<file path="config.mk">
export PLATFORM = sky130hd
export DESIGN_NAME = scir_regs
export DESIGN_NICKNAME = d
export VERILOG_FILES = /design/src/hw/scir_pkg.sv /design/src/hw/scir_regs.sv
export SDC_FILE = /design/constraint.sdc
export NUM_CORES = 1
export LEC_CHECK = 0
export BUFFER_PORTS_ARGS = -buffer_cell sky130_fd_sc_hd__buf_2
export CAP_MARGIN = 30
export CORE_MARGIN = 2
export CORE_UTILIZATION = 36
export DETAILED_ROUTE_END_ITERATION = 6
export GPL_ROUTABILITY_DRIVEN = 0
export PLACE_DENSITY = 0.55
export SYNTH_ARGS = -nofsm -noshare
export SYNTH_HDL_FRONTEND = slang
export SYNTH_SLANG_ARGS = --single-unit
</file>
<file path="constraint.sdc">
create_clock -name clk_sys -period 9.5 [get_ports clk_sys]
set_input_delay 0.95 -clock clk_sys [delete_from_list [all_inputs] [get_ports clk_sys]]
set_output_delay 0.95 -clock clk_sys [all_outputs]
set_load 0.02 [all_outputs]
</file>
<file path="src/hw/scir_pkg.sv">
package scir_pkg;
  localparam logic [7:0] SCIR_PAGE0 = 8'h18;
  localparam logic [7:0] SCIR_PAGE1 = 8'h19;
  localparam logic [7:0] SCIR_A_RDCP = 8'hF0;
  localparam logic [7:0] SCIR_A_RDAP = 8'hF1;
  localparam logic [7:0] SCIR_A_TDCP = 8'hF2;
  localparam logic [7:0] SCIR_A_TDAP = 8'hF3;
  localparam logic [7:0] SCIR_A_IVEC = 8'hF4;
  localparam logic [7:0] SCIR_A_ACMP = 8'hF5;
  localparam logic [7:0] SCIR_A_IMSK = 8'hF6;
  localparam logic [7:0] SCIR_A_ISTA = 8'hF7;
  localparam logic [7:0] SCIR_A_BUF = 8'hF8;
  localparam logic [7:0] SCIR_A_IDP = 8'hF9;
  localparam logic [7:0] SCIR_A_CHR = 8'hFA;
  localparam logic [7:0] SCIR_A_CLK = 8'hFB;
  localparam logic [7:0] SCIR_A_BRH = 8'hFC;
  localparam logic [7:0] SCIR_A_BRL = 8'hFD;
  localparam logic [7:0] SCIR_A_SIC = 8'hFE;
  localparam logic [7:0] SCIR_A_SOC = 8'hFF;
  // Mask register fields
  localparam int SCIR_M_BSN = 7;
  localparam int SCIR_M_RX_BLOCK_END_FLAG = 6;
  localparam int SCIR_M_TX_BLOCK_END_FLAG = 5;
  localparam int SCIR_M_RXE = 4;
  localparam int SCIR_M_RXA = 3;
  localparam int SCIR_M_RXB = 2;
  localparam int SCIR_M_RX_DATA_IRQ_MASK = 1;
  localparam int SCIR_M_TX_DATA_IRQ_MASK = 0;
  localparam logic [7:0] SCIR_IMSK_RST = 8'h00;
  localparam logic [7:0] SCIR_IMSK_SWMASK = 8'h9F;
  // Status register fields
  localparam int SCIR_S_OE = 7;
  localparam int SCIR_S_FE = 6;
  localparam int SCIR_S_PE = 5;
  localparam int SCIR_S_AP = 4;
  localparam int SCIR_S_BP = 3;
  localparam int SCIR_S_DP = 2;
  localparam int SCIR_S_BEM = 1;
  localparam int SCIR_S_SEM = 0;
  // Priority register fields, and the AM bit of the CHR register
  localparam int SCIR_P_AMEN = 7;
  localparam int SCIR_P_RXD = 4;
  localparam int SCIR_P_TXD = 3;
  localparam int SCIR_C_AM = 2;
  localparam logic [7:0] SCIR_RST8 = 8'h00;

  typedef enum logic [1:0] {
    SCIR_EV_ERR = 2'b00,
    SCIR_EV_BRK = 2'b01,
    SCIR_EV_RXD = 2'b10,
    SCIR_EV_TXE = 2'b11
  } scir_ev_t;

  // Hardware events from the serial engines and DMA controller
  typedef struct packed {
    logic overrun;
    logic framing;
    logic parity;
    logic brk;
    logic rx_word;
    logic tx_buf_empty;
    logic tx_shift_empty;
    logic rx_dma_zero;
    logic tx_dma_zero;
  } scir_evt_t;

  // Pointer fields offered to the DMA controller
  typedef struct packed {
    logic [6:0] rx_cnt_addr;
    logic rx_space_select;
    logic [6:0] rx_ptr_addr;
    logic rx_extension_select;
    logic [6:0] tx_cnt_addr;
    logic tx_space_select;
    logic [6:0] tx_ptr_addr;
    logic tx_extension_select;
  } scir_dma_t;
endpackage

</file>
<file path="src/hw/scir_regs.sv">
`timescale 1ns/1ps
module scir_regs
  import scir_pkg::*;
#(
  parameter logic [7:0] PAGE = SCIR_PAGE0 // Register page of this instance
) (
  input wire logic clk_sys, // 200 MHz system clock
  input wire logic reset, // Asynchronous reset, active high
  input wire logic clk_en, // Freezes all state while low
  input wire logic [7:0] page_sel, // Current register page pointer
  input wire logic [7:0] addr, // Register address in page
  input wire logic wr_en, // Write strobe
  input wire logic rd_en, // Read strobe
  input wire logic [7:0] wdata, // Write data
  output logic [7:0] rdata, // Read data, registered
  input wire scir_evt_t evt, // Hardware event pulses
  input wire logic rx_word_valid, // Received word strobe
  input wire logic [7:0] rx_word, // Received word
  input wire logic rx_ninth, // Ninth bit of received word
  input wire logic rx_after_break, // Word follows a break
  output scir_dma_t dma_ptr, // Pointer fields for DMA controller
  output logic rx_dma_req, // Receive DMA request
  output logic tx_dma_req, // Transmit DMA request
  output logic [7:0] tx_data, // Transmit buffer content
  output logic tx_load, // Transmit buffer written, one cycle
  output logic irq_req, // Interrupt request level
  output logic [7:0] irq_vec // Vector presented to the handler
);
  logic [7:0] rdcp_q, rdap_q, tdcp_q, tdap_q, vbase_q, acmp_q, imsk_q, ista_q;
  logic [7:0] rxb_q, txb_q, idp_q, chr_q, clk_q, brh_q, brl_q, sic_q, soc_q;
  logic [7:0] rdata_d;
  logic tx_load_q, match, addr_mode, take_word, pass_q;
  logic sel, wsel, rsel;
  logic err_irq, brk_irq, rxd_irq, txe_irq;
  scir_ev_t ev_d;

  function automatic logic wr_at(input logic [7:0] a);
    return wsel && addr == a;
  endfunction

  assign sel = page_sel == PAGE;
  assign wsel = sel && wr_en && clk_en;
  assign rsel = sel && rd_en && clk_en;

  always_ff @(posedge clk_sys or posedge reset) begin
    if (reset) begin
      rdcp_q <= SCIR_RST8;
      rdap_q <= SCIR_RST8;
      tdcp_q <= SCIR_RST8;
      tdap_q <= SCIR_RST8;
      vbase_q <= SCIR_RST8;
      acmp_q <= SCIR_RST8;
      chr_q <= SCIR_RST8;
      clk_q <= SCIR_RST8;
      brh_q <= SCIR_RST8;
      brl_q <= SCIR_RST8;
      sic_q <= SCIR_RST8;
      soc_q <= SCIR_RST8;
    end else begin
      if (wr_at(SCIR_A_RDCP)) rdcp_q <= wdata;
      if (wr_at(SCIR_A_RDAP)) rdap_q <= wdata;
      if (wr_at(SCIR_A_TDCP)) tdcp_q <= wdata;
      if (wr_at(SCIR_A_TDAP)) tdap_q <= wdata;
      if (wr_at(SCIR_A_IVEC)) vbase_q <= {wdata[7:3], 3'h0};
      if (wr_at(SCIR_A_ACMP)) acmp_q <= wdata;
      if (wr_at(SCIR_A_CHR)) chr_q <= wdata;
      if (wr_at(SCIR_A_CLK)) clk_q <= wdata;
      if (wr_at(SCIR_A_BRH)) brh_q <= wdata;
      if (wr_at(SCIR_A_BRL)) brl_q <= wdata;
      if (wr_at(SCIR_A_SIC)) sic_q <= wdata;
      if (wr_at(SCIR_A_SOC)) soc_q <= wdata;
    end
  end

  assign dma_ptr = '{rx_cnt_addr: rdcp_q[7:1], rx_space_select: rdcp_q[0],
                     rx_ptr_addr: rdap_q[7:1], rx_extension_select: rdap_q[0],
                     tx_cnt_addr: tdcp_q[7:1], tx_space_select: tdcp_q[0],
                     tx_ptr_addr: tdap_q[7:1], tx_extension_select: tdap_q[0]};

  // DMA enables clear in hardware when the counter runs out
  always_ff @(posedge clk_sys or posedge reset) begin
    if (reset) begin
      idp_q <= SCIR_RST8;
    end else if (clk_en) begin
      if (wr_at(SCIR_A_IDP)) idp_q <= wdata;
      if (evt.rx_dma_zero) idp_q[SCIR_P_RXD] <= 1'b0;
      if (evt.tx_dma_zero) idp_q[SCIR_P_TXD] <= 1'b0;
    end
  end

  // Address compare: AMEN,AM = 00 ninth bit, 01 search, 10 match+ninth, 11 after break
  assign addr_mode = !(idp_q[SCIR_P_AMEN] == 1'b0 && chr_q[SCIR_C_AM] == 1'b1);
  always_comb begin
    case ({idp_q[SCIR_P_AMEN], chr_q[SCIR_C_AM]})
      2'b00: match = rx_ninth;
      2'b01: match = rx_word == acmp_q;
      2'b10: match = rx_ninth && rx_word == acmp_q;
      2'b11: match = rx_after_break && rx_word == acmp_q;
      default: match = 1'b0;
    endcase
  end

  // Once matched, data flows to the buffer until an unmatched address arrives
  always_ff @(posedge clk_sys or posedge reset) begin
    if (reset) begin
      pass_q <= 1'b0;
    end else if (clk_en && rx_word_valid && addr_mode) begin
      if (match) pass_q <= 1'b1;
      else if (rx_ninth || rx_after_break) pass_q <= 1'b0;
    end
  end

  assign take_word = rx_word_valid && !match &&
                     (!addr_mode || pass_q || idp_q[SCIR_P_AMEN] == 1'b0 &&
                      chr_q[SCIR_C_AM] == 1'b0 && !rx_ninth);

  always_ff @(posedge clk_sys or posedge reset) begin
    if (reset) begin
      rxb_q <= SCIR_RST8;
    end else if (clk_en && take_word) begin
      rxb_q <= rx_word;
    end
  end

  // Set wins over a software clear in the same cycle
  always_ff @(posedge clk_sys or posedge reset) begin
    if (reset) begin
      ista_q <= SCIR_RST8;
    end else if (clk_en) begin
      ista_q <= (wr_at(SCIR_A_ISTA) ? (ista_q & wdata) : ista_q) |
                {evt.overrun, evt.framing, evt.parity,
                 rx_word_valid && match, evt.brk, take_word,
                 evt.tx_buf_empty, evt.tx_shift_empty};
    end
  end

  always_ff @(posedge clk_sys or posedge reset) begin
    if (reset) begin
      imsk_q <= SCIR_IMSK_RST;
    end else if (clk_en) begin
      imsk_q <= (wr_at(SCIR_A_IMSK) ?
                 ((wdata & SCIR_IMSK_SWMASK) | (imsk_q & wdata & ~SCIR_IMSK_SWMASK)) :
                 imsk_q);
      if (evt.rx_dma_zero) imsk_q[SCIR_M_RX_BLOCK_END_FLAG] <= 1'b1;
      if (evt.tx_dma_zero) imsk_q[SCIR_M_TX_BLOCK_END_FLAG] <= 1'b1;
    end
  end

  always_ff @(posedge clk_sys or posedge reset) begin
    if (reset) begin
      txb_q <= SCIR_RST8;
      tx_load_q <= 1'b0;
    end else if (clk_en) begin
      tx_load_q <= wr_at(SCIR_A_BUF);
      if (wr_at(SCIR_A_BUF)) txb_q <= wdata;
    end
  end
  assign tx_data = txb_q;
  assign tx_load = tx_load_q;

  // DMA requests bypass the data masks
  assign rx_dma_req = idp_q[SCIR_P_RXD] && ista_q[SCIR_S_DP];
  assign tx_dma_req = idp_q[SCIR_P_TXD] &&
                      (imsk_q[SCIR_M_BSN] ? ista_q[SCIR_S_BEM] : ista_q[SCIR_S_SEM]);

  assign err_irq = imsk_q[SCIR_M_RXE] &&
                   (ista_q[SCIR_S_OE] || ista_q[SCIR_S_FE] || ista_q[SCIR_S_PE]);
  assign brk_irq = imsk_q[SCIR_M_RXA] && ista_q[SCIR_S_AP] ||
                   imsk_q[SCIR_M_RXB] && ista_q[SCIR_S_BP];
  assign rxd_irq = imsk_q[SCIR_M_RX_DATA_IRQ_MASK] && (imsk_q[SCIR_M_RX_BLOCK_END_FLAG] ||
                   !idp_q[SCIR_P_RXD] && ista_q[SCIR_S_DP]);
  assign txe_irq = imsk_q[SCIR_M_TX_DATA_IRQ_MASK] && (imsk_q[SCIR_M_TX_BLOCK_END_FLAG] ||
                   !idp_q[SCIR_P_TXD] &&
                   (imsk_q[SCIR_M_BSN] ? ista_q[SCIR_S_BEM] : ista_q[SCIR_S_SEM]));

  // Fixed internal priority: error, break/address, receive, transmit
  always_comb begin
    if (err_irq) ev_d = SCIR_EV_ERR;
    else if (brk_irq) ev_d = SCIR_EV_BRK;
    else if (rxd_irq) ev_d = SCIR_EV_RXD;
    else ev_d = SCIR_EV_TXE;
  end

  assign irq_req = err_irq || brk_irq || rxd_irq || txe_irq;
  assign irq_vec = {vbase_q[7:3], ev_d, 1'b0};

  always_comb begin
    case (addr)
      SCIR_A_RDCP: rdata_d = rdcp_q;
      SCIR_A_RDAP: rdata_d = rdap_q;
      SCIR_A_TDCP: rdata_d = tdcp_q;
      SCIR_A_TDAP: rdata_d = tdap_q;
      SCIR_A_IVEC: rdata_d = irq_vec;
      SCIR_A_ACMP: rdata_d = acmp_q;
      SCIR_A_IMSK: rdata_d = imsk_q;
      SCIR_A_ISTA: rdata_d = ista_q;
      SCIR_A_BUF: rdata_d = rxb_q;
      SCIR_A_IDP: rdata_d = idp_q;
      SCIR_A_CHR: rdata_d = chr_q;
      SCIR_A_CLK: rdata_d = clk_q;
      SCIR_A_BRH: rdata_d = brh_q;
      SCIR_A_BRL: rdata_d = brl_q;
      SCIR_A_SIC: rdata_d = sic_q;
      SCIR_A_SOC: rdata_d = soc_q;
      default: rdata_d = SCIR_RST8;
    endcase
  end

  always_ff @(posedge clk_sys or posedge reset) begin
    if (reset) begin
      rdata <= SCIR_RST8;
    end else if (rsel) begin
      rdata <= rdata_d;
    end
  end

  a_vec_low_zero: assert property (@(posedge clk_sys) disable iff (reset)
    rsel && addr == SCIR_A_IVEC |=> rdata[0] == 1'b0)
    else $error("vector bit zero not zero");
  a_eob_rx_set: assert property (@(posedge clk_sys) disable iff (reset)
    clk_en && evt.rx_dma_zero |=> imsk_q[SCIR_M_RX_BLOCK_END_FLAG] && !idp_q[SCIR_P_RXD])
    else $error("receive end of block not flagged");
  a_eob_tx_set: assert property (@(posedge clk_sys) disable iff (reset)
    clk_en && evt.tx_dma_zero |=> imsk_q[SCIR_M_TX_BLOCK_END_FLAG] && !idp_q[SCIR_P_TXD])
    else $error("transmit end of block not flagged");
  a_status_no_set: assert property (@(posedge clk_sys) disable iff (reset)
    clk_en && wr_at(SCIR_A_ISTA) && !ista_q[SCIR_S_OE] && !evt.overrun
    |=> !ista_q[SCIR_S_OE])
    else $error("software set a status flag");
  a_err_mask: assert property (@(posedge clk_sys) disable iff (reset)
    !imsk_q[SCIR_M_RXE] |-> !err_irq)
    else $error("masked error interrupt raised");
  a_brk_mask: assert property (@(posedge clk_sys) disable iff (reset)
    imsk_q[SCIR_M_RXB] && ista_q[SCIR_S_BP] |-> irq_req)
    else $error("break interrupt missing");
  a_addr_match: assert property (@(posedge clk_sys) disable iff (reset)
    clk_en && rx_word_valid && match |=> ista_q[SCIR_S_AP])
    else $error("address pending not set");
  a_tx_buf_load: assert property (@(posedge clk_sys) disable iff (reset)
    wr_at(SCIR_A_BUF) |=> txb_q == $past(wdata) && tx_load)
    else $error("transmit buffer not loaded");
  a_err_vector: assert property (@(posedge clk_sys) disable iff (reset)
    err_irq |-> irq_vec[2:1] == SCIR_EV_ERR)
    else $error("wrong source code");

  // Register access and pointer fields
  a_page_ignore: assert property (@(posedge clk_sys) disable iff (reset)
    !sel |-> !wsel && !rsel)
    else $error("access taken on another page");

  a_rdata_hold: assert property (@(posedge clk_sys) disable iff (reset)
    !rsel |=> rdata == $past(rdata))
    else $error("read data changed without a read");

  a_buf_read: assert property (@(posedge clk_sys) disable iff (reset)
    rsel && addr == SCIR_A_BUF |=> rdata == $past(rxb_q))
    else $error("buffer read did not return receive data");

  a_buf_split: assert property (@(posedge clk_sys) disable iff (reset)
    wr_at(SCIR_A_BUF) && !take_word |=> rxb_q == $past(rxb_q))
    else $error("transmit write reached receive buffer");

  a_rx_cnt: assert property (@(posedge clk_sys) disable iff (reset)
    wr_at(SCIR_A_RDCP) |=> dma_ptr.rx_cnt_addr == $past(wdata[7:1]))
    else $error("receive counter pointer wrong");

  a_rx_space: assert property (@(posedge clk_sys) disable iff (reset)
    wr_at(SCIR_A_RDCP) |=> dma_ptr.rx_space_select == $past(wdata[0]))
    else $error("receive space select wrong");

  a_rx_ptr: assert property (@(posedge clk_sys) disable iff (reset)
    wr_at(SCIR_A_RDAP) |=> {dma_ptr.rx_ptr_addr, dma_ptr.rx_extension_select} == $past(wdata))
    else $error("receive address pointer wrong");

  a_tx_cnt: assert property (@(posedge clk_sys) disable iff (reset)
    wr_at(SCIR_A_TDCP) |=> {dma_ptr.tx_cnt_addr, dma_ptr.tx_space_select} == $past(wdata))
    else $error("transmit counter pointer wrong");

  a_tx_ptr: assert property (@(posedge clk_sys) disable iff (reset)
    wr_at(SCIR_A_TDAP) |=> {dma_ptr.tx_ptr_addr, dma_ptr.tx_extension_select} == $past(wdata))
    else $error("transmit address pointer wrong");

  // Vector encoding follows the fixed source priority
  a_vec_base: assert property (@(posedge clk_sys) disable iff (reset)
    wr_at(SCIR_A_IVEC) |=> irq_vec[7:3] == $past(wdata[7:3]))
    else $error("vector base not written");

  a_vec_brk: assert property (@(posedge clk_sys) disable iff (reset)
    !err_irq && brk_irq |-> irq_vec[2:1] == SCIR_EV_BRK)
    else $error("break source code wrong");

  a_vec_rxd: assert property (@(posedge clk_sys) disable iff (reset)
    !err_irq && !brk_irq && rxd_irq |-> irq_vec[2:1] == SCIR_EV_RXD)
    else $error("receive source code wrong");

  a_vec_txe: assert property (@(posedge clk_sys) disable iff (reset)
    !err_irq && !brk_irq && !rxd_irq |-> irq_vec[2:1] == SCIR_EV_TXE)
    else $error("transmit source code wrong");

  a_vec_read: assert property (@(posedge clk_sys) disable iff (reset)
    rsel && addr == SCIR_A_IVEC |=> rdata == $past(irq_vec))
    else $error("vector read differs from presented vector");

  // Address compare and data steering
  a_search_match: assert property (@(posedge clk_sys) disable iff (reset)
    clk_en && rx_word_valid && !idp_q[SCIR_P_AMEN] && chr_q[SCIR_C_AM] &&
    rx_word == acmp_q |=> ista_q[SCIR_S_AP])
    else $error("character search missed");

  a_match_drop: assert property (@(posedge clk_sys) disable iff (reset)
    clk_en && rx_word_valid && match |=> rxb_q == $past(rxb_q))
    else $error("address word stored");

  a_pass_store: assert property (@(posedge clk_sys) disable iff (reset)
    clk_en && rx_word_valid && pass_q && !match |=> rxb_q == $past(rx_word))
    else $error("data after address not stored");

  // Mask register
  a_mask_reset: assert property (@(posedge clk_sys) disable iff (reset)
    $fell(reset) |-> imsk_q == SCIR_IMSK_RST)
    else $error("mask not cleared by reset");

  a_bsn_shift: assert property (@(posedge clk_sys) disable iff (reset)
    !imsk_q[SCIR_M_BSN] && imsk_q[SCIR_M_TX_DATA_IRQ_MASK] && !idp_q[SCIR_P_TXD] &&
    ista_q[SCIR_S_SEM] |-> irq_req)
    else $error("shift empty source lost");

  a_bsn_buf: assert property (@(posedge clk_sys) disable iff (reset)
    imsk_q[SCIR_M_BSN] && imsk_q[SCIR_M_TX_DATA_IRQ_MASK] && !idp_q[SCIR_P_TXD] &&
    ista_q[SCIR_S_BEM] |-> irq_req)
    else $error("buffer empty source lost");

  a_eob_rx_hold: assert property (@(posedge clk_sys) disable iff (reset)
    clk_en && !wr_at(SCIR_A_IMSK) && imsk_q[SCIR_M_RX_BLOCK_END_FLAG] |=> imsk_q[SCIR_M_RX_BLOCK_END_FLAG])
    else $error("receive block end cleared by hardware");

  a_eob_rx_clear: assert property (@(posedge clk_sys) disable iff (reset)
    wr_at(SCIR_A_IMSK) && !wdata[SCIR_M_RX_BLOCK_END_FLAG] && !evt.rx_dma_zero
    |=> !imsk_q[SCIR_M_RX_BLOCK_END_FLAG])
    else $error("receive block end not cleared");

  a_eob_tx_hold: assert property (@(posedge clk_sys) disable iff (reset)
    clk_en && !wr_at(SCIR_A_IMSK) && imsk_q[SCIR_M_TX_BLOCK_END_FLAG] |=> imsk_q[SCIR_M_TX_BLOCK_END_FLAG])
    else $error("transmit block end cleared by hardware");

  a_eob_tx_clear: assert property (@(posedge clk_sys) disable iff (reset)
    wr_at(SCIR_A_IMSK) && !wdata[SCIR_M_TX_BLOCK_END_FLAG] && !evt.tx_dma_zero
    |=> !imsk_q[SCIR_M_TX_BLOCK_END_FLAG])
    else $error("transmit block end not cleared");

  // Interrupt gating and DMA bypass
  a_err_on: assert property (@(posedge clk_sys) disable iff (reset)
    imsk_q[SCIR_M_RXE] && ista_q[SCIR_S_FE] |-> irq_req && irq_vec[2:1] == SCIR_EV_ERR)
    else $error("enabled error interrupt missing");

  a_addr_off: assert property (@(posedge clk_sys) disable iff (reset)
    !imsk_q[SCIR_M_RXA] && !imsk_q[SCIR_M_RXB] |-> !brk_irq)
    else $error("masked address interrupt raised");

  a_addr_on: assert property (@(posedge clk_sys) disable iff (reset)
    imsk_q[SCIR_M_RXA] && ista_q[SCIR_S_AP] |-> irq_req)
    else $error("address interrupt missing");

  a_rxd_off: assert property (@(posedge clk_sys) disable iff (reset)
    !imsk_q[SCIR_M_RX_DATA_IRQ_MASK] |-> !rxd_irq)
    else $error("masked receive interrupt raised");

  a_rx_dma_free: assert property (@(posedge clk_sys) disable iff (reset)
    idp_q[SCIR_P_RXD] && ista_q[SCIR_S_DP] |-> rx_dma_req)
    else $error("receive DMA request missing");

  a_txd_off: assert property (@(posedge clk_sys) disable iff (reset)
    !imsk_q[SCIR_M_TX_DATA_IRQ_MASK] |-> !txe_irq)
    else $error("masked transmit interrupt raised");

  a_tx_dma_free: assert property (@(posedge clk_sys) disable iff (reset)
    idp_q[SCIR_P_TXD] && !imsk_q[SCIR_M_BSN] && ista_q[SCIR_S_SEM] |-> tx_dma_req)
    else $error("transmit DMA request missing");

  a_rx_replace: assert property (@(posedge clk_sys) disable iff (reset)
    idp_q[SCIR_P_RXD] && !imsk_q[SCIR_M_RX_BLOCK_END_FLAG] |-> !rxd_irq)
    else $error("data pending interrupt during receive DMA");

  a_tx_replace: assert property (@(posedge clk_sys) disable iff (reset)
    idp_q[SCIR_P_TXD] && !imsk_q[SCIR_M_TX_BLOCK_END_FLAG] |-> !txe_irq)
    else $error("transmit empty interrupt during transmit DMA");

  a_status_clear: assert property (@(posedge clk_sys) disable iff (reset)
    wr_at(SCIR_A_ISTA) && !wdata[SCIR_S_DP] && !take_word |=> !ista_q[SCIR_S_DP])
    else $error("status flag not cleared");

  a_freeze: assert property (@(posedge clk_sys) disable iff (reset)
    !clk_en |=> imsk_q == $past(imsk_q) && ista_q == $past(ista_q) &&
    vbase_q == $past(vbase_q))
    else $error("state moved while frozen");
endmodule

</file>
[Yosys cells after proc, flatten, opt, wreduce, memory -nomap -nowiden]
Index checks and enable logic that the tools add are counted.
W data, S select, Z words.
Word-level totals
  flip-flop bits (word level): 143
  input port bits: 49
  output and inout port bits: 60
  word-level logic and storage cells: 136
Cells by class
  equality and inequality tests: 21
  muxes and demuxes: 15
  bitwise gates (word level): 6
  reduce and logical (&&, ||, !) cells: 70
Operator list (number)
  $eq A8 B8 Y1 const B: 16
  $pmux W8 S16: 1
  $logic_and A1 B1 Y1: 40
  $reduce_and A2 Y1: 8
  $logic_or A1 B1 Y1: 11
  $reduce_bool A2 Y1: 5
  $and A8 B8 Y8: 1
  $eq A8 B5 Y1 const B: 1
  $eq A8 B8 Y1: 1
  $mux W1: 8
  $mux W8: 1
  $or A8 B7 Y8: 1
  $or A8 B8 Y8: 1
  $and A7 B7 Y7: 1
  $mux W7: 1
  $logic_not A1 Y1: 5
  $mux W5: 1
  $eq A2 B2 Y1 const B: 2
  $mux W2: 2
  $pmux W1 S4: 1
  $eq A2 B1 Y1 const B: 1
  $logic_not A2 Y1: 1
  $not A1 Y1: 2

[Depth between registers and ports, before layout]
Gate-level depths: netlist of run 1.
  depth in word-level cells: 8
  depth in mapped cells: 8
  mapped depth without buffers: 5

[Worst setup path before layout of run 1]
No wires, ideal clock.
  path kind: input -> register
  start point: input page_sel[7]
  end point: register rdcp_q[1]
  setup time: 0.125 ns
  data arrival time: 2.364 ns
  data required time: 9.375 ns
  slack: 7.011 ns
  stages on the path: 6
  buffers on the path: 1
  cells stage by stage: and4bb_2 and4_1 buf_2 nand2_1 nor2_2 mux2_2
On the way
  longest elaborated chain between the ends: 4
Ends and longest elaborated chain
  from (decl): line scir_regs.sv:10  | input wire logic [7:0] page_sel,
  $eq A8 B5 Y1: line scir_regs.sv:41  | assign sel = page_sel == PAGE;
  $logic_and A1 B1 Y1 (2 in a row): line scir_regs.sv:42  | assign wsel = sel && wr_en && clk_en;
  $logic_and A1 B1 Y1: line scir_regs.sv:38  | return wsel && addr == a;
  to (signal assigned): line scir_regs.sv:60  | if (wr_at(SCIR_A_RDCP)) rdcp_q <= wdata;
  to (decl): line scir_regs.sv:29  | logic [7:0] rdcp_q, rdap_q, tdcp_q, tdap_q, vbase_q, acmp_q, imsk_q, ista_q;
No other way between the ends.
A chain may end at the register's enable or synchronous reset.

[Worst setup path after layout of run 1]
  start point: input addr[6]
  end point: register rdap_q[1]
On the way
  longest elaborated chain between the ends: 2
Ends and longest elaborated chain
  from (decl): line scir_regs.sv:11  | input wire logic [7:0] addr,
  $eq A8 B8 Y1: line scir_regs.sv:38
  $logic_and A1 B1 Y1: line scir_regs.sv:38
  to (signal assigned): line scir_regs.sv:61  | if (wr_at(SCIR_A_RDAP)) rdap_q <= wdata;
  to (decl): line scir_regs.sv:29
No other way between the ends.

==> report_table.html, run 1 <==
<table>
<tr><th>Metric</th><th>Value</th></tr>
<tr><th colspan="2">STA</th></tr>
<tr><td>Post-Route Setup TNS</td><td>0 ns</td></tr>
<tr><td>Number of max-slew violations in the final report</td><td>0</td></tr>
<tr><td>Number of endpoints with negative hold slack in the final report</td><td>0</td></tr>
<tr><td>Shortest clock period the worst path allows after layout</td><td>3.28 ns</td></tr>
<tr><td>Transition time at the pin with the least slew margin</td><td>0.935 ns</td></tr>
<tr><td>Clock skew after layout</td><td>0.00493 ns</td></tr>
<tr><td>Final worst path period share</td><td>34.6%</td></tr>
<tr><td>Worst slew margin</td><td>37.7%</td></tr>
<tr><td>Achievable frequency</td><td>0.305 GHz</td></tr>
<tr><td>Unrepaired setup endpoints after global routing</td><td>no</td></tr>
<tr><td>Final number of setup-violating endpoints</td><td>0</td></tr>
<tr><th colspan="2">Synth</th></tr>
<tr><td>Ys Warns</td><td>0</td></tr>
<tr><td>Top area cells in the synthesized netlist</td><td>sky130_fd_sc_hd__dfrtp_1 51%, sky130_fd_sc_hd__mux2_2 19%, sky130_fd_sc_hd__mux2i_1 3.0%</td></tr>
<tr><td>Mean Syn Cell Area</td><td>12.0 sq um</td></tr>
<tr><td>Total of flip-flops plus latches after synthesis</td><td>~140</td></tr>
<tr><td>Most common flop cell mapped by yosys</td><td>sky130_fd_sc_hd__dfrtp_1</td></tr>
<tr><td>Share of synthesized registers carrying an async set or reset</td><td>between 90% and 100%</td></tr>
<tr><td>Top-count cell post-synth</td><td>sky130_fd_sc_hd__dfrtp_1</td></tr>
<tr><td>Netlist area before placement</td><td>0.00706 sq mm</td></tr>
<tr><td>Top-area cell type share of the netlist area</td><td>50.7%</td></tr>
<tr><td>Commonest cells post-synth</td><td>143 x sky130_fd_sc_hd__dfrtp_1, 117 x sky130_fd_sc_hd__mux2_2, 41 x sky130_fd_sc_hd__nand2_1</td></tr>
<tr><td>Synthesized netlist net count</td><td>636</td></tr>
<tr><td>Fraction of the yosys area taken by sequential cells</td><td>50.7%</td></tr>
<tr><td>Unique cell type count in the Yosys netlist</td><td>61</td></tr>
<tr><td>Biggest area consumer among synthesized cells</td><td>sky130_fd_sc_hd__dfrtp_1</td></tr>
<tr><td>Post-synthesis instance total</td><td>587</td></tr>
<tr><td>Post-synth EDFFs</td><td>0</td></tr>
<tr><th colspan="2">Setup path</th></tr>
<tr><td>Crit path buffers/inverters</td><td>1</td></tr>
<tr><td>Slowest cell on the critical path</td><td>sky130_fd_sc_hd__nor3_2</td></tr>
<tr><td>Biggest cell delay along the critical path</td><td>slightly below 0.7 ns</td></tr>
<tr><td>Startpoint kind of the worst setup timing path</td><td>primary input</td></tr>
<tr><td>Worst EP required</td><td>slightly below 10 ns</td></tr>
<tr><td>CP Max Fanout</td><td>12</td></tr>
<tr><td>Kind of critical path</td><td>in -&gt; reg</td></tr>
<tr><td>List of cells traversed by the critical path</td><td>buf_2 -&gt; nand4_1 -&gt; nor3_2 -&gt; nand2_1 -&gt; nor2_2 -&gt; mux2_2</td></tr>
<tr><td>Critical path's top delay family</td><td>simple AND/OR/NAND/NOR gates</td></tr>
<tr><td>Data arrival time of the worst path</td><td>3.59 ns</td></tr>
<tr><td>Critical Path End Type</td><td>flop</td></tr>
<tr><th colspan="2">Floorplan</th></tr>
<tr><td>Row count</td><td>51</td></tr>
<tr><td>Chip height</td><td>144 um</td></tr>
<tr><td>Horizontal die dimension</td><td>approximately 140 um</td></tr>
<tr><td>IO Pins</td><td>109</td></tr>
<tr><td>Die outline area</td><td>0.0207 sq mm</td></tr>
<tr><td>Initial standard-cell utilization of the core</td><td>36.5%</td></tr>
<tr><td>Core box area</td><td>0.0193 sq mm</td></tr>
<tr><th colspan="2">Global routing</th></tr>
<tr><td>Largest net degree at the start of global routing</td><td>64</td></tr>
<tr><td>Congestion Overflow GR</td><td>0</td></tr>
<tr><td>Global-route wire length before repair</td><td>32800 um</td></tr>
<tr><td>Global-route usage over all layers</td><td>between 20% and 30%</td></tr>
<tr><td>Antenna violations before repair</td><td>0</td></tr>
<tr><td>Via count of the first global-routing pass</td><td>about 5.3k</td></tr>
<tr><th colspan="2">Detailed routing</th></tr>
<tr><td>Via-per-instance ratio</td><td>5.58</td></tr>
<tr><td>Via count</td><td>5342</td></tr>
<tr><td>Post-DRT Antenna Nets</td><td>0</td></tr>
<tr><td>Routed wire per std cell</td><td>22.8 um</td></tr>
<tr><td>Final Routed Wirelength</td><td>21900 um</td></tr>
<tr><td>Iter 0 DRT Violations</td><td>between 400 and 500</td></tr>
<tr><td>TritonRoute pass-1 iters</td><td>5</td></tr>
<tr><td>Number of design rule violations left after detail routing</td><td>0</td></tr>
<tr><th colspan="2">Clock tree</th></tr>
<tr><td>Buffer levels on the longest clock path</td><td>2</td></tr>
<tr><td>Count of buffers added by post-CTS timing repair for setup</td><td>0</td></tr>
<tr><td>TritonCTS Buffers</td><td>17</td></tr>
<tr><td>TritonCTS Sinks</td><td>143</td></tr>
<tr><td>Clock-pin transition on the worst setup and hold timing paths</td><td>around 0.06 ns</td></tr>
<tr><td>Post-cts repair resize count</td><td>0</td></tr>
<tr><td>Post-CTS Hold Fix Bufs</td><td>0</td></tr>
<tr><td>Deepest level of the CTS H-tree</td><td>4</td></tr>
<tr><td>TritonCTS clock tree</td><td>yes</td></tr>
<tr><td>Root Driver</td><td>sky130_fd_sc_hd__clkbuf_16</td></tr>
<tr><td>Clock latency reported for the late side of the worst-skew pair</td><td>0.43 ns</td></tr>
<tr><th colspan="2">Final layout</th></tr>
<tr><td>Final-stage net count</td><td>~730</td></tr>
<tr><td>Post-synthesis to final-layout area growth</td><td>19.2%</td></tr>
<tr><td>Fraction of layout instances using a drive strength above 1</td><td>40.8%</td></tr>
<tr><td>Multi-input combinational cell area</td><td>0.00329 sq mm</td></tr>
<tr><td>Storage element area</td><td>0.00358 sq mm</td></tr>
<tr><td>Filler cell count</td><td>1851</td></tr>
<tr><td>Final antenna diode count</td><td>0</td></tr>
<tr><th colspan="2">Power and ir drop</th></tr>
<tr><td>Reported net switching power</td><td>331 uW</td></tr>
<tr><td>Logic gate share of total power</td><td>under 10%</td></tr>
<tr><td>Clock network fraction of design power</td><td>around half</td></tr>
<tr><td>Overall power of the completed layout</td><td>1.41 mW</td></tr>
<tr><td>Internal power of the cells</td><td>between 1 and 1.5 mW</td></tr>
<tr><td>Share of total power consumed by net switching</td><td>23.4%</td></tr>
<tr><td>VDD IR-drop max</td><td>115 uV</td></tr>
<tr><td>PwrDens</td><td>168 mW/mm^2</td></tr>
<tr><td>P_leak</td><td>4.05 nW</td></tr>
<tr><td>Portion of total power attributed to sequential cells</td><td>44.5%</td></tr>
<tr><th colspan="2">Hold path</th></tr>
<tr><td>Path class of the lowest-slack min-delay path</td><td>reg -&gt; reg</td></tr>
<tr><th colspan="2">Place</th></tr>
<tr><td>DP HPWL</td><td>15000 um</td></tr>
<tr><td>Buffers added on ports</td><td>106</td></tr>
<tr><th colspan="2">Status</th></tr>
<tr><td>Run status</td><td>completed</td></tr>
<tr><th colspan="2">Run</th></tr>
<tr><td>Number of maximum-capacitance constraint violations</td><td>0</td></tr>
</table>
## layer usage
| layer | vias up | wire length, um | part of all wire, % | GRT usage [%] |
|---|---|---|---|---|
| li1 | 2361 | - | - | - |
| met1 | 2768 | 10000 | 46 | 29.7 |
| met2 | 182 | 10300 | 47 | 34.5 |
| met3 | 31 | 1040 | 4.7 | 3.94 |
| met4 | 0 | 476 | 2.2 | 7.95 |
| met5 | - | 0 | 0 | 0 |
## cells by family after synthesis
kind of cell | Yosys count | synth area share (%)
DFF | 143 | 50.7
muxes | 150 | 24.0
buffers and inverters | 43 | 2.68
and+or+nand+nor | 144 | 11.6
AOI/OAI and AO/OA | 98 | 9.95
other | 1 | 0.0531
xor gates and xnor gates | 8 | 0.993
## per-stage QoR
step	util (%)	instances	instance area [sq um]	hold slack [ns]	setup WS, ns
3_3_place_gp	40.3	925	7780	0.460	5.89
5_1_grt	43.5	958	8410	0.502	6.16
4_1_cts	43.5	958	8410	0.486	6.29
2_1_floorplan	-	587	7060	0.449	4.71
3_5_place_dp	40.4	926	7800	0.473	5.85
6_report	43.5	958	8410	0.482	6.22
## area by class of cell
type / instances / share of cell area [%]
inverter: 7 / 0.372
clock inverter: 9 / 1.58
timing repair buffer: 110 / 6.81
clock buffer: 23 / 5.68
multi-input combinational: 401 / 39.1
tap: 265 / 3.94
sequential: 143 / 42.5
## power by group through the flow
stage,Sequential (mW),Clock (mW),Combinational (mW)
2_1_floorplan,0.635,0,0.0572
3_3_place_gp,0.640,0,0.0901
3_5_place_dp,0.640,0,0.0930
4_1_cts,0.629,0.702,0.0935
5_1_grt,0.631,0.729,0.100
6_report,0.630,0.692,0.0927
## path summary, 6_finish.rpt
| path | start | to | slack [ns] | cells past startpoint |
|---|---|---|---|---|
| max | addr[6] | rdap_q[1] | 6.22 | 6 |
| min | tx_load | tx_load | 0.48 | 1 |
| max reg2reg | acmp_q[1] | rxb_q[2] | 7.49 | 5 |
| min reg2reg | tx_load | tx_load | 0.48 | 1 |
| max in group asynchronous | reset | rxb_q[3] | 7.69 | 4 |
| min in group asynchronous | reset | tx_data[0] | 0.60 | 2 |
## worst register-to-register path, stage by stage (launching register included)
cell and delay, ns:
sky130_fd_sc_hd__dfrtp_1 0.43, sky130_fd_sc_hd__xor2_1 0.18, sky130_fd_sc_hd__nor4_1 0.38, sky130_fd_sc_hd__a31oi_1 0.22, sky130_fd_sc_hd__o2111ai_2 0.29, sky130_fd_sc_hd__mux2_2 0.40
## placed cells by master, fill, tap and decap left out, drive strengths merged, types with 5 or more instances in the layout
master  netlist  routed
dfrtp       143     143
nor2         28      28
buf          19     110
nand3b        6       6
a32o          5       5
nand4         7       7
o21ai        25      25
a32oi         5       5
a21oi        11      11
nor2b        13      13
and4          5       5
nand3        15      15
nand2        41      41
a211oi        6       6
a22o          7       7
nor3          7       7
inv           7       7
clkbuf       17      23
mux2i        21      21
mux2        126     126
xor2          8       8
## flip-flops by register name (all words and copies together) (netlist names), 5 cells and up
register / cells
soc_q: 8
rxb_q: 8
acmp_q: 8
rdap_q: 8
clk_q: 8
ista_q: 8
tdap_q: 8
sic_q: 8
rdata: 8
tdcp_q: 8
tx_data: 8
rdcp_q: 8
idp_q: 8
brh_q: 8
brl_q: 8
vbase_q: 5
chr_q: 8
imsk_q: 8
No activity file was read; power rests on OpenSTA's default activity.
==> run 2, diff against run 1 <==
--- a/config.mk
+++ b/config.mk
@@ -5,13 +5,14 @@
 export SDC_FILE = /design/constraint.sdc
 export NUM_CORES = 1
 export LEC_CHECK = 0
+export ABC_AREA = 1
 export BUFFER_PORTS_ARGS = -buffer_cell sky130_fd_sc_hd__buf_2
 export CAP_MARGIN = 30
 export CORE_MARGIN = 2
 export CORE_UTILIZATION = 36
 export DETAILED_ROUTE_END_ITERATION = 6
 export GPL_ROUTABILITY_DRIVEN = 0
-export PLACE_DENSITY = 0.55
+export PLACE_DENSITY = 0.57
 export SYNTH_ARGS = -nofsm -noshare
 export SYNTH_HDL_FRONTEND = slang
 export SYNTH_SLANG_ARGS = --single-unit
==> constraint.sdc (replaced) <==
create_clock -name clk_sys -period 2.8 [get_ports clk_sys]
set_input_delay 0.28 -clock clk_sys [delete_from_list [all_inputs] [get_ports clk_sys]]
set_output_delay 0.28 -clock clk_sys [all_outputs]
set_load 0.02 [all_outputs]
==> report_table.html, run 2 <==
<table>
<tr><th>Metric</th><th>Value</th></tr>
<tr><th colspan="2">Floorplan</th></tr>
<tr><td>Row count</td><td>50</td></tr>
<tr><td>IO Pins</td><td>109</td></tr>
<tr><td>Initial standard-cell utilization of the core</td><td>between 30% and 40%</td></tr>
<tr><td>Core box area</td><td>around 0.019 sq mm</td></tr>
<tr><td>Horizontal die dimension</td><td>143 um</td></tr>
<tr><td>Die outline area</td><td>0.0205 sq mm</td></tr>
<tr><td>Chip height</td><td>roughly 140 um</td></tr>
<tr><th colspan="2">Setup path</th></tr>
<tr><td>Biggest cell delay along the critical path</td><td>0.38 ns</td></tr>
<tr><td>Slowest cell on the critical path</td><td>sky130_fd_sc_hd__dfrtp_1</td></tr>
<tr><td>List of cells traversed by the critical path</td><td>inv_1 -&gt; nand3_1 -&gt; nand2_1 -&gt; nand2_1 -&gt; a21oi_1 -&gt; nand2_1 -&gt; buf_2</td></tr>
<tr><td>Kind of critical path</td><td>reg -&gt; out</td></tr>
<tr><td>Number of cells on the worst reg-to-reg path</td><td>9</td></tr>
<tr><td>Data arrival time of the worst path</td><td>1.61 ns</td></tr>
<tr><td>CP Max Fanout</td><td>3</td></tr>
<tr><td>R2R Path Start</td><td>chr_q[2]</td></tr>
<tr><td>Worst EP required</td><td>2.52 ns</td></tr>
<tr><td>Worst reg2reg endpoint</td><td>rxb_q[7]</td></tr>
<tr><td>Startpoint kind of the worst setup timing path</td><td>flop</td></tr>
<tr><td>Worst reg2reg setup slack</td><td>1.06 ns</td></tr>
<tr><td>Most used cell, CP</td><td>sky130_fd_sc_hd__nand2_1</td></tr>
<tr><td>Critical Path End Type</td><td>primary output</td></tr>
<tr><th colspan="2">Final layout</th></tr>
<tr><td>Most common cell after layout, fill and taps aside</td><td>sky130_fd_sc_hd__nand2_1</td></tr>
<tr><td>Final antenna diode count</td><td>0</td></tr>
<tr><td>Fin cells</td><td>1239</td></tr>
<tr><td>Post-synthesis to final-layout area growth</td><td>18.9%</td></tr>
<tr><td>Fraction of layout instances using a drive strength above 1</td><td>17.4%</td></tr>
<tr><td>Leading cell types in the layout, fill and taps excluded</td><td>275 x sky130_fd_sc_hd__nand2_1, 143 x sky130_fd_sc_hd__dfrtp_1, 125 x sky130_fd_sc_hd__nand3_1, 124 x sky130_fd_sc_hd__o21ai_0, 106 x sky130_fd_sc_hd__buf_2</td></tr>
<tr><td>Filler cell count</td><td>1938</td></tr>
<tr><td>Final-stage net count</td><td>between 1k and 1.5k</td></tr>
<tr><th colspan="2">Power and ir drop</th></tr>
<tr><td>P_leak</td><td>4.16 nW</td></tr>
<tr><td>Portion of total power attributed to sequential cells</td><td>between 40% and 50%</td></tr>
<tr><td>Reported net switching power</td><td>about 1.2 mW</td></tr>
<tr><td>Logic gate share of total power</td><td>5.0%</td></tr>
<tr><td>Internal power of the cells</td><td>3.48 mW</td></tr>
<tr><td>Share of total power consumed by net switching</td><td>25.4%</td></tr>
<tr><td>PwrDens</td><td>roughly 560 mW/mm^2</td></tr>
<tr><td>Clock network fraction of design power</td><td>50.0%</td></tr>
<tr><td>VDD IR-drop max</td><td>approximately 330 uV</td></tr>
<tr><th colspan="2">STA</th></tr>
<tr><td>Worst slew margin</td><td>40.9%</td></tr>
<tr><td>Final worst path period share</td><td>67.4%</td></tr>
<tr><td>Transition time at the pin with the least slew margin</td><td>0.887 ns</td></tr>
<tr><td>Number of max-slew violations in the final report</td><td>0</td></tr>
<tr><td>Clock skew after layout</td><td>0.00805 ns</td></tr>
<tr><td>Unrepaired setup endpoints after global routing</td><td>no</td></tr>
<tr><td>Number of endpoints with negative hold slack in the final report</td><td>4</td></tr>
<tr><td>Shortest clock period the worst path allows after layout</td><td>1.89 ns</td></tr>
<tr><td>Achievable frequency</td><td>0.530 GHz</td></tr>
<tr><td>Final number of setup-violating endpoints</td><td>0</td></tr>
<tr><td>Final worst hold slack</td><td>-0.0181 ns</td></tr>
<tr><td>Post-Route Setup TNS</td><td>0 ns</td></tr>
<tr><th colspan="2">Synth</th></tr>
<tr><td>Top-count cell post-synth</td><td>sky130_fd_sc_hd__nand2_1</td></tr>
<tr><td>Most common flop cell mapped by yosys</td><td>sky130_fd_sc_hd__dfrtp_1</td></tr>
<tr><td>Post-synth EDFFs</td><td>0</td></tr>
<tr><td>Fraction of the yosys area taken by sequential cells</td><td>51.3%</td></tr>
<tr><td>Total of flip-flops plus latches after synthesis</td><td>between 100 and 150</td></tr>
<tr><td>Biggest area consumer among synthesized cells</td><td>sky130_fd_sc_hd__dfrtp_1</td></tr>
<tr><td>Mean Syn Cell Area</td><td>roughly 8 sq um</td></tr>
<tr><td>Netlist area before placement</td><td>0.00697 sq mm</td></tr>
<tr><td>Share of synthesized registers carrying an async set or reset</td><td>100%</td></tr>
<tr><td>Unique cell type count in the Yosys netlist</td><td>24</td></tr>
<tr><td>Top area cells in the synthesized netlist</td><td>sky130_fd_sc_hd__dfrtp_1 51%, sky130_fd_sc_hd__nand2_1 15%, sky130_fd_sc_hd__nand3_1 9.0%</td></tr>
<tr><td>Commonest cells post-synth</td><td>275 x sky130_fd_sc_hd__nand2_1, 143 x sky130_fd_sc_hd__dfrtp_1, 125 x sky130_fd_sc_hd__nand3_1</td></tr>
<tr><td>Post-synthesis instance total</td><td>about 870</td></tr>
<tr><td>Synthesized netlist net count</td><td>918</td></tr>
<tr><td>Top-area cell type share of the netlist area</td><td>between 50 and 60%</td></tr>
<tr><td>Ys Warns</td><td>0</td></tr>
<tr><th colspan="2">Global routing</th></tr>
<tr><td>Global-route wire length before repair</td><td>roughly 33000 um</td></tr>
<tr><td>Largest net degree at the start of global routing</td><td>144</td></tr>
<tr><td>Via count of the first global-routing pass</td><td>5591</td></tr>
<tr><td>Global-route usage over all layers</td><td>a little over a fifth</td></tr>
<tr><td>Antenna violations before repair</td><td>0</td></tr>
<tr><td>Congestion Overflow GR</td><td>0</td></tr>
<tr><th colspan="2">Status</th></tr>
<tr><td>Violations in the final reports</td><td>hold timing</td></tr>
<tr><td>Run status</td><td>finished, violations left</td></tr>
<tr><th colspan="2">Detailed routing</th></tr>
<tr><td>Post-DRT Antenna Nets</td><td>0</td></tr>
<tr><td>Number of design rule violations left after detail routing</td><td>0</td></tr>
<tr><td>Via-per-instance ratio</td><td>5.03</td></tr>
<tr><td>Routed wire per std cell</td><td>17.3 um</td></tr>
<tr><td>Final Routed Wirelength</td><td>~21000 um</td></tr>
<tr><td>Via count</td><td>6227</td></tr>
<tr><td>Iter 0 DRT Violations</td><td>about 500</td></tr>
<tr><td>TritonRoute pass-1 iters</td><td>5</td></tr>
<tr><th colspan="2">Clock tree</th></tr>
<tr><td>Clock-pin transition on the worst setup and hold timing paths</td><td>about 0.06 ns</td></tr>
<tr><td>Buffer levels on the longest clock path</td><td>2</td></tr>
<tr><td>Post-CTS Hold Fix Bufs</td><td>0</td></tr>
<tr><td>Clock latency reported for the late side of the worst-skew pair</td><td>0.43 ns</td></tr>
<tr><td>Deepest level of the CTS H-tree</td><td>4</td></tr>
<tr><td>TritonCTS Buffers</td><td>17</td></tr>
<tr><td>TritonCTS Sinks</td><td>143</td></tr>
<tr><td>Root Driver</td><td>sky130_fd_sc_hd__clkbuf_16</td></tr>
<tr><td>TritonCTS clock tree</td><td>yes</td></tr>
<tr><td>Count of buffers added by post-CTS timing repair for setup</td><td>0</td></tr>
<tr><td>Post-cts repair resize count</td><td>0</td></tr>
<tr><th colspan="2">Run</th></tr>
<tr><td>Number of maximum-capacitance constraint violations</td><td>0</td></tr>
<tr><th colspan="2">Place</th></tr>
<tr><td>Dpl cells</td><td>around 1.2k</td></tr>
<tr><td>Buffers added on ports</td><td>106</td></tr>
<tr><td>DP HPWL</td><td>14700 um</td></tr>
<tr><th colspan="2">Hold path</th></tr>
<tr><td>Path class of the lowest-slack min-delay path</td><td>in -&gt; async</td></tr>
</table>
==> run 2: worst max-delay path by stage <==
| stage | startpoint | endpoint | slack, ns | cells past startpoint |
|---|---|---|---|---|
| 6_report | ista_q[5] | irq_req | 0.91 | 7 |
| 5_1_grt | acmp_q[0] | rxb_q[6] | 0.77 | 7 |
| 2_1_floorplan | reset | acmp_q[0] | 0.73 | 1 |
| 3_3_place_gp | addr[5] | rdata[5] | 0.74 | 10 |
| 3_5_place_dp | addr[5] | rdata[5] | 0.72 | 10 |
| 4_1_cts | ista_q[5] | irq_req | 0.92 | 7 |
==> run 2: kinds of logic (layout without fill, tap and decap cells) <==
group / count (synthesis) / count (layout) / synth area share, %
and+or+nand+nor: 501 / 501 / 32.2
DFF: 143 / 143 / 51.3
AOI/OAI and AO/OA: 136 / 136 / 9.76
buffers and inverters: 80 / 190 / 5.69
xor gates and xnor gates: 7 / 7 / 0.879
other: 1 / 1 / 0.0538
muxes: 1 / 1 / 0.144
==> run 2: cell type report <==
| type | instances | area [sq um] | share of cell area, % |
|---|---|---|---|
| clock buffer | 17 | 425 | 5.13 |
| clock inverter | 15 | 174 | 2.10 |
| inverter | 42 | 161 | 1.95 |
| multi-input combinational | 646 | 3000 | 36.1 |
| sequential | 143 | 3580 | 43.2 |
| tap | 260 | 325 | 3.92 |
| timing repair buffer | 116 | 631 | 7.60 |
==> run 2: per-stage QoR <==
stage | setup WS, ns | total power [mW] | util [%] | cell area (sq um)
2_1_floorplan | 0.729 | 2.27 | - | 6980
3_3_place_gp | 0.744 | 2.37 | 40.9 | 7690
3_5_place_dp | 0.723 | 2.37 | 40.9 | 7690
4_1_cts | 0.916 | 4.69 | 44.0 | 8290
5_1_grt | 0.771 | 4.81 | 44.0 | 8290
6_report | 0.914 | 4.67 | 44.0 | 8290
==> run 2: layer usage <==
metal	up-vias	global-route usage, %	share of wire, %
met4	0	8.23	2.5
li1	3076	-	-
met5	-	0	0
met1	2954	30.6	47
met2	166	32.4	45
met3	31	3.92	4.9
==> run 2: power groups by stage <==
stage          logic (mW)  registers (mW)  clock network [mW]
2_1_floorplan       0.133            2.13                   0
3_3_place_gp        0.237            2.14                   0
3_5_place_dp        0.237            2.14                   0
4_1_cts             0.238            2.10                2.36
5_1_grt             0.263            2.10                2.44
6_report            0.234            2.10                2.34
==> run 2: critical path: cells and delay by family, from the launching register on <==
kind	cells	cell delay, ns
and+or+nand+nor	4	0.38
DFF	1	0.38
AOI/OAI and AO/OA	1	0.16
buffers and inverters	2	0.25
